==> config.mk <==
export PLATFORM = sky130hd
export DESIGN_NAME = rlm_right_mixer_regs
export DESIGN_NICKNAME = d
export VERILOG_FILES = /design/src/logic/rlm_pkg.sv /design/src/logic/rlm_right_mixer_regs.sv
export VERILOG_INCLUDE_DIRS = /design/src /design/src/logic
export SDC_FILE = /design/constraint.sdc
export NUM_CORES = 1
export LEC_CHECK = 0
export BUFFER_PORTS_ARGS = -buffer_cell sky130_fd_sc_hd__buf_4
export CORE_MARGIN = 5
export CORE_UTILIZATION = 30
export CTS_BUF_LIST = sky130_fd_sc_hd__clkbuf_4 sky130_fd_sc_hd__clkbuf_8
export DETAILED_ROUTE_END_ITERATION = 12
export PLACE_DENSITY = 0.62
export SLEW_MARGIN = 15
export SYNTH_ARGS = -nofsm -noshare
export SYNTH_HDL_FRONTEND = slang
export SYNTH_SLANG_ARGS = --single-unit
export TNS_END_PERCENT = 100
==> constraint.sdc <==
create_clock -name CORE_CLK -period 3.69 [get_ports CORE_CLK]
set_input_delay 0.369 -clock CORE_CLK [delete_from_list [all_inputs] [get_ports CORE_CLK]]
set_output_delay 0.369 -clock CORE_CLK [all_outputs]
set_load 0.1 [all_outputs]
==> src/logic/rlm_cfg.svh <==
`ifndef RLM_CFG_SVH
`define RLM_CFG_SVH
// ==========================================================
// Register word indices; byte address is index times four
`define RLM_IDX_LGA        8'h58
`define RLM_IDX_LDAC       8'h59
`define RLM_IDX_LINE_IN2   8'h5a
`define RLM_IDX_RGA        8'h5b
`define RLM_IDX_RDAC       8'h5c
`define RLM_IDX_LEVEL      8'h5d
`define RLM_IDX_PWR        8'h5e
`define RLM_IDX_SHORT      8'h5f
`define RLM_IDX_IRQ_STAT   8'h60
`define RLM_IDX_IRQ_MASK   8'h61
// ==========================================================
// Field positions, level limit and reset values
`define RLM_ROUTE_BIT      7
`define RLM_LEVEL_MSB      7
`define RLM_LEVEL_LSB      4
`define RLM_MUTE_BIT       3
`define RLM_PEND_BIT       1
`define RLM_PWRUP_BIT      0
`define RLM_LEVEL_MAX      4'h9
`define RLM_MIX_RESET      8'h00
`define RLM_LEVEL_RESET    8'h00
// Cycles from a gain write until it counts as applied
`define RLM_APPLY_CYCLES   8'h10
`endif

==> src/logic/rlm_pkg.sv <==
package rlm_pkg;
  // Mixer source control: route bit and attenuation
  typedef struct packed {
    logic       route;
    logic [6:0] atten;
  } rlm_mix_s;

  typedef enum logic [0:0] {
    RLM_IDLE = 1'b0,
    RLM_DATA = 1'b1
  } rlm_phase_e;

  // Hardware status inputs
  typedef struct packed {
    logic left_dac_up;
    logic right_dac_up;
    logic left_line_out_up;
    logic right_line_out_up;
    logic left_headphone_up;
    logic right_headphone_up;
    logic headphone_common_up;
    logic left_headphone_short;
    logic right_headphone_short;
    logic headphone_common_short;
  } rlm_hw_s;

  // Whole module state
  typedef struct packed {
    rlm_mix_s [4:0] mix;
    logic [3:0]     level;
    logic           unmute;
    logic [7:0]     apply_cnt;
    rlm_phase_e     phase;
    logic           wr;
    logic [7:0]     idx;
    logic [31:0]    rdata;
    logic [2:0]     short_prev;
    logic [2:0]     irq_stat;
    logic [2:0]     irq_mask;
  } rlm_state_s;
endpackage : rlm_pkg

==> src/logic/rlm_right_mixer_regs.sv <==
`timescale 1ns/10ps
`default_nettype none
`include "rlm_cfg.svh"

module rlm_right_mixer_regs
  import rlm_pkg::*;
(
  input  wire logic        CORE_CLK,
  input  wire logic        NRST,
  input  wire logic        CLK_EN,
  input  wire logic        HSEL,
  input  wire logic [31:0] HADDR,
  input  wire logic [1:0]  HTRANS,
  input  wire logic        HWRITE,
  input  wire logic [2:0]  HSIZE,
  input  wire logic [31:0] HWDATA,
  input  wire logic        HREADY,
  output logic      [31:0] HRDATA,
  output logic             HREADYOUT,
  output logic             HRESP,
  input  wire rlm_hw_s     HW_STATUS,
  output rlm_mix_s  [4:0]  MIX_CTRL,
  output logic      [3:0]  LEVEL_DB,
  output logic             UNMUTE,
  output logic             IRQ
);

  rlm_state_s s_q;
  rlm_state_s s_d;
  logic [7:0] level_rd;
  logic [7:0] pwr_rd;
  logic [7:0] short_rd;
  logic [2:0] short_now;
  logic       take;

  // ==========================================================
  // Live read views of the status registers
  assign short_now = {HW_STATUS.left_headphone_short, HW_STATUS.right_headphone_short,
                      HW_STATUS.headphone_common_short};
  assign level_rd = {s_q.level, s_q.unmute, 1'b0,
                     (s_q.apply_cnt != 8'h00),
                     HW_STATUS.right_line_out_up};
  assign pwr_rd = {HW_STATUS.left_dac_up, HW_STATUS.right_dac_up, 1'b0,
                   HW_STATUS.left_line_out_up, HW_STATUS.right_line_out_up,
                   HW_STATUS.left_headphone_up, HW_STATUS.right_headphone_up, 1'b0};
  assign short_rd = {short_now, 1'b0,
                     HW_STATUS.headphone_common_up,
                     3'h0};

  assign take = HSEL & HREADY & HTRANS[1];

  // ==========================================================
  // Next state: bus decode, register writes, interrupts
  always_comb begin
    s_d = s_q;
    s_d.short_prev = short_now;
    // Short rising edges are events
    s_d.irq_stat = s_q.irq_stat;
    if (s_q.apply_cnt != 8'h00) begin
      s_d.apply_cnt = s_q.apply_cnt - 8'h01;
    end
    // Data phase of a write
    if (s_q.phase == RLM_DATA && s_q.wr) begin
      case (s_q.idx)
        `RLM_IDX_LGA, `RLM_IDX_LDAC, `RLM_IDX_LINE_IN2, `RLM_IDX_RGA, `RLM_IDX_RDAC: begin
          s_d.mix[3'(s_q.idx - `RLM_IDX_LGA)] = rlm_mix_s'(HWDATA[7:0]);
          s_d.apply_cnt = `RLM_APPLY_CYCLES;
        end
        `RLM_IDX_LEVEL: begin
          s_d.level = HWDATA[`RLM_LEVEL_MSB:`RLM_LEVEL_LSB];
          s_d.unmute = HWDATA[`RLM_MUTE_BIT];
          s_d.apply_cnt = `RLM_APPLY_CYCLES;
        end
        `RLM_IDX_IRQ_MASK: begin
          s_d.irq_mask = HWDATA[2:0];
        end
        default: begin
          s_d.irq_mask = s_q.irq_mask;
        end
      endcase
    end
    // Read of status clears it; set wins below
    if (take && !HWRITE && HADDR[9:2] == `RLM_IDX_IRQ_STAT) begin
      s_d.irq_stat = 3'h0;
    end
    s_d.irq_stat = s_d.irq_stat | (short_now & ~s_q.short_prev);
    // Address phase
    s_d.phase = RLM_IDLE;
    s_d.rdata = 32'h0;
    if (take) begin
      s_d.phase = RLM_DATA;
      s_d.wr = HWRITE;
      s_d.idx = HADDR[9:2];
      if (!HWRITE) begin
        case (HADDR[9:2])
          `RLM_IDX_LGA, `RLM_IDX_LDAC, `RLM_IDX_LINE_IN2, `RLM_IDX_RGA, `RLM_IDX_RDAC: begin
            s_d.rdata = {24'h0, s_q.mix[3'(HADDR[9:2] - `RLM_IDX_LGA)]};
          end
          `RLM_IDX_LEVEL:    s_d.rdata = {24'h0, level_rd};
          `RLM_IDX_PWR:      s_d.rdata = {24'h0, pwr_rd};
          `RLM_IDX_SHORT:    s_d.rdata = {24'h0, short_rd};
          `RLM_IDX_IRQ_STAT: s_d.rdata = {29'h0, s_q.irq_stat};
          `RLM_IDX_IRQ_MASK: s_d.rdata = {29'h0, s_q.irq_mask};
          default:           s_d.rdata = 32'h0;
        endcase
      end
    end
  end

  // ==========================================================
  // State register
  always_ff @(posedge CORE_CLK) begin
    if (!NRST) begin
      s_q <= '0;
      s_q.apply_cnt <= `RLM_APPLY_CYCLES;
    end else if (CLK_EN) begin
      s_q <= s_d;
    end
  end

  // ==========================================================
  // Outputs
  assign HRDATA = s_q.rdata;
  assign HREADYOUT = 1'b1;
  assign HRESP = 1'b0;
  assign MIX_CTRL = s_q.mix;
  assign LEVEL_DB = (s_q.level > `RLM_LEVEL_MAX) ? `RLM_LEVEL_MAX : s_q.level;
  assign UNMUTE = s_q.unmute;
  assign IRQ = |(s_q.irq_stat & s_q.irq_mask);

endmodule : rlm_right_mixer_regs
`default_nettype wire

# == Word-level counts from Yosys, hierarchy flattened ==
# Cells that the tools add are included.
# W data, S select, Z words.
# totals
register_bits,104
inputBits,85
out_inout_bits,80
elab_cells,77
# op_classes
n_addsub,3
magnitude_cmp,4
eq_ne,17
n_mux,13
bitwise,6
reduce_logical,14
# ops
operator,n
$eq A8 B7 Y1 const B,17
$mux W8,6
$pmux W8 S6,1
$mux W42,1
$bwmux W40,1
$bmux W8 S3,1
$demux W8 S3,1
$reduce_or A5 Y1,2
$reduce_and A3 Y1,3
$lt A3 B4 Y1 const B,2
$reduce_bool A8 Y1,1
$sub A8 B1 Y8 const B,1
$and A3 B3 Y3,2
$reduce_or A6 Y1,1
$sub A3 B1 Y3 const B,2
$gt A4 B4 Y1 const B,1
$logic_and A1 B1 Y1,4
$mux W4,1
$ge A3 B1 Y1 const B,1
$mux W3,1
$not A3 Y3,1
$or A3 B3 Y3,1
$reduce_or A3 Y1,1
$and A1 B1 Y1,2
other kinds (2),2

# == Depth between registers and ports, before layout ==
# depth
word_depth,6
depth_mapped,7
mapped_depth_nobuf,6

# == Worst setup path after synthesis ==
# OpenSTA, ideal clock, no wires.
# synth_path
kind,flip-flop to output port
startpoint,"register s_q, in the netlist level_rd[5]"
endpoint,output port LEVEL_DB[1]
arrival_time_ns,1.694
required_time_ns,3.321
path_slack_ns,1.627
path_stages_with_launch,2
n_path_buf,0
path_cell_list,dfxtp_1 > nor2b_1
# synth_via
elab_chain_len,2
# synth_lines
item,line,rtl
start: declaration,rlm_right_mixer_regs.sv:28,rlm_state_s s_q;
$gt A4 B4 Y1 (no line),-,
$mux W4 *,rlm_right_mixer_regs.sv:127,assign LEVEL_DB = (s_q.level > `RLM_LEVEL_MAX) ? `RLM_LEVEL_MAX : s_q.level;
end: declaration,rlm_right_mixer_regs.sv:23,"output logic [3:0] LEVEL_DB,"
# Mark *: on every way between the ends. The rest lies on a longest branch, timed or not.

# == Worst setup path after layout ==
# layout_path
startpoint,register s_q[48] (netlist name)
endpoint,"register s_q, in the netlist MIX_CTRL[9]"
# layout_via
elab_chain_len,3
word_cells_on_any_way,7
classes_between,eq/ne: 5; reduce/logical: 2
# layout_lines
item,line,rtl
$eq A8 B7 Y1,rlm_right_mixer_regs.sv:64,case (s_q.idx)
$reduce_or A5 Y1 *,-,
$reduce_and A3 Y1 (no line) *,-,
# Marked as above.
# A chain may end at the register's enable or synchronous reset.

==> flow_summary.json <==
{
  "status": "finished, final reports clean",
  "synth_top_area_share": 0.3651,
  "synthArstFlopShare": 0,
  "avgViaCountPerCell": 4.876,
  "grtUsageMet3": 0.02561,
  "relSlewSlack": 0.3340,
  "antenna_found_initial": 0,
  "path_clk_slew_ns": 0.09,
  "synthesis.instances": 485,
  "drive_gt1_frac": 0.2330,
  "grt_max_degree": 46,
  "rows": 44,
  "synth_seq_area_share": 0.3651,
  "diodes": 0,
  "fin_crit_ns": 2.056,
  "numCtsBuffers": 9,
  "fin_area_sq_mm": 0.004918,
  "grt_pass1_vias": 3315,
  "rsz0062_at_grt": "no",
  "grt_usage": 0.1392,
  "grt_pass1_wl_mm": 18.20,
  "fmax_mhz": 486.5,
  "clkLatencyLatePin_ns": 0.36,
  "die_h_microns": 130.9,
  "fin_nets": 597,
  "synthFlopType": "dfxtp_1",
  "final.setup.tns_ns": 0,
  "start_kind": "register",
  "slew_viol_final": 0,
  "whs_path_depth": 3,
  "pwr_density_cell_mw_per_mm2": 376.0,
  "wl_per_cell_microns": 16.89,
  "cp_data_required_time_ns": 3.97,
  "timing.max_cap.violations": 0,
  "busiest_layer": "met2",
  "drc_errors": 0,
  "h-tree-depth": 3,
  "holdBufCountCts": 0,
  "grt_use_met1": 0.1855,
  "fin_crit_sh": 0.5571,
  "grtUsageMet2": 0.2225,
  "synth_top_cell_by_area": "dfxtp_1",
  "clockBufferDepth": 2,
  "first_iter_violations": 148,
  "cts_tree": "done",
  "synthTopCellsByArea": "dfxtp_1 37%, mux2i_1 15%, buf_4 13%",
  "vias": 3408,
  "ys.warnings.count": 0,
  "synth_edf_count": 0,
  "hold_class": "in -> reg",
  "coreArea_sq_mm": 0.01442,
  "hpwl_mm": 8.785,
  "end_kind": "register",
  "arrival_ns": 2.34,
  "syn_area_sq_mm": 0.004387,
  "rr_worst_depth": 4,
  "synth.avg_cell_area_sq_um": 9.045,
  "final-setup-viol-count": 0,
  "cts.repair.resized": 0,
  "static-leakage-power_nw": 2.104,
  "ys_ff_latch": 80,
  "first_pass_iters": 4,
  "post-cts-setup-buffers": 0,
  "dieArea_sq_mm": 0.01714,
  "worstSetupPathType": "reg -> reg",
  "final_cell_mix": "88 x buf_4, 80 x dfxtp_1, 67 x nand2_1",
  "gp_congestion": 0.8843,
  "ant_nets": 0,
  "grt-ovfl-total": 0,
  "io_buffers": 86,
  "ir_worst_vdd_uv": 155.1,
  "n_fill_cell": 1481,
  "start_util": 0.3041,
  "area_growth_pct": 12.12,
  "hold_violations": 0,
  "cts_sinks": 80,
  "synthDistinctLibCells": 56,
  "placed_area_sq_mm": 0.004726,
  "fin_worst_skew_ns": 0.01141,
  "num_io_pins": 165,
  "worst_slew_pin_slew_ns": 0.9948,
  "final_common_cell": "buf_4",
  "die_x_microns": 130.9,
  "cts-root-buf": "clkbuf_8",
  "cp_max_fo": 8,
  "drt-total-wl_mm": 11.81
}
==> cells by family after synthesis <==
family,Yosys count,share of synthesized area
AO/OA/AOI/OAI,64,0.1015
other,2,0.001712
multiplexers,74,0.1814
XOR/XNOR,1,0.001997
adder cells (fa/ha/maj),2,0.005704
buffers and inverters,106,0.1566
AND/OR/NAND/NOR,156,0.1860
flip-flops,80,0.3651
==> metrics by stage <==
| stage | cells | utilization | setup slack, ns | hold slack [ns] | total power [mW] |
|---|---|---|---|---|---|
| 4_1_cts | 699 | 0.3410 | 1.606 | 0.2566 | 1.852 |
| 2_1_floorplan | 509 | - | 1.627 | 0.4263 | 1.186 |
| 6_report | 699 | 0.3410 | 1.634 | 0.2612 | 1.849 |
| 3_3_place_gp | 683 | 0.3276 | 1.548 | 0.4412 | 1.229 |
| 3_5_place_dp | 683 | 0.3276 | 1.527 | 0.4492 | 1.235 |
| 5_1_grt | 699 | 0.3410 | 1.502 | 0.2745 | 1.922 |
==> worst max-delay path, stage by stage (launching register included) <==
cell and delay [ns]:
dfxtp_1 0.33, and4bb_2 0.37, nand3_4 0.14, nor4b_4 0.85
mux2i_1 0.28
==> Yosys cell counts (2+ instances only) <==
| cell type | n |
|---|---|
| a211o_1 | 2 |
| a21oi_1 | 20 |
| a221o_1 | 3 |
| a221oi_1 | 2 |
| a41oi_1 | 3 |
| and2_0 | 2 |
| buf_2 | 9 |
| buf_4 | 74 |
| clkbuf_1 | 15 |
| conb_1 | 2 |
| dfxtp_1 | 80 |
| ha_1 | 2 |
| inv_1 | 8 |
| mux2_2 | 4 |
| mux2i_1 | 66 |
| mux4_2 | 4 |
| nand2_1 | 67 |
| nand2b_1 | 3 |
| nand3_1 | 5 |
| nand3b_1 | 7 |
| nand4_1 | 4 |
| nand4b_1 | 2 |
| nor2_1 | 34 |
| nor2b_1 | 6 |
| nor3_1 | 3 |
| nor3b_1 | 4 |
| nor4b_1 | 4 |
| o211ai_1 | 2 |
| o21a_1 | 3 |
| o21ai_0 | 11 |
| o2bb2ai_1 | 5 |
| o31ai_1 | 2 |
| o41ai_1 | 4 |
==> per-layer routing <==
layer | up-vias | routed length, microns | share of wire
met2 | 115 | 5482 | 0.46
met3 | 20 | 571 | 0.048
met5 | - | 0 | 0
met1 | 1621 | 5498 | 0.47
met4 | 0 | 252 | 0.021
li1 | 1652 | - | -
==> power breakdown <==
group / switching [mW] / total [mW] / leakage [nW] / internal (mW)
combinational: 0.222 / 0.304 / 1.36 / 0.0820
sequential: 0.0236 / 0.911 / 0.647 / 0.888
clock: 0.319 / 0.634 / 0.0995 / 0.314
==> path summary, 6_finish.rpt <==
kind         startpoint           end  slack [ns]
min reg2reg   HRDATA[7]     HRDATA[7]        0.46
max             s_q[48]   MIX_CTRL[9]        1.63
max reg2reg     s_q[48]   MIX_CTRL[9]        1.63
min           HWDATA[3]  MIX_CTRL[27]        0.26
==> flip-flops by register name, summed over array words and instances (netlist names) <==
| register | cells |
|---|---|
| level_rd | 4 |
| s_q | 27 |
| UNMUTE | 1 |
| MIX_CTRL | 40 |
| HRDATA | 8 |
==> cell type report <==
type	instances	area [sq um]	area share
Tap cell	184	230.2	0.04681
Timing Repair Buffer	88	660.6	0.1343
Inverter	8	30.03	0.006105
Sequential cell	80	1602	0.3256
Multi-Input combinational cell	323	2203	0.4480
Clock buffer	14	180.2	0.03663
Clock inverter	2	12.51	0.002544
Power figures use the tool's default switching activity.
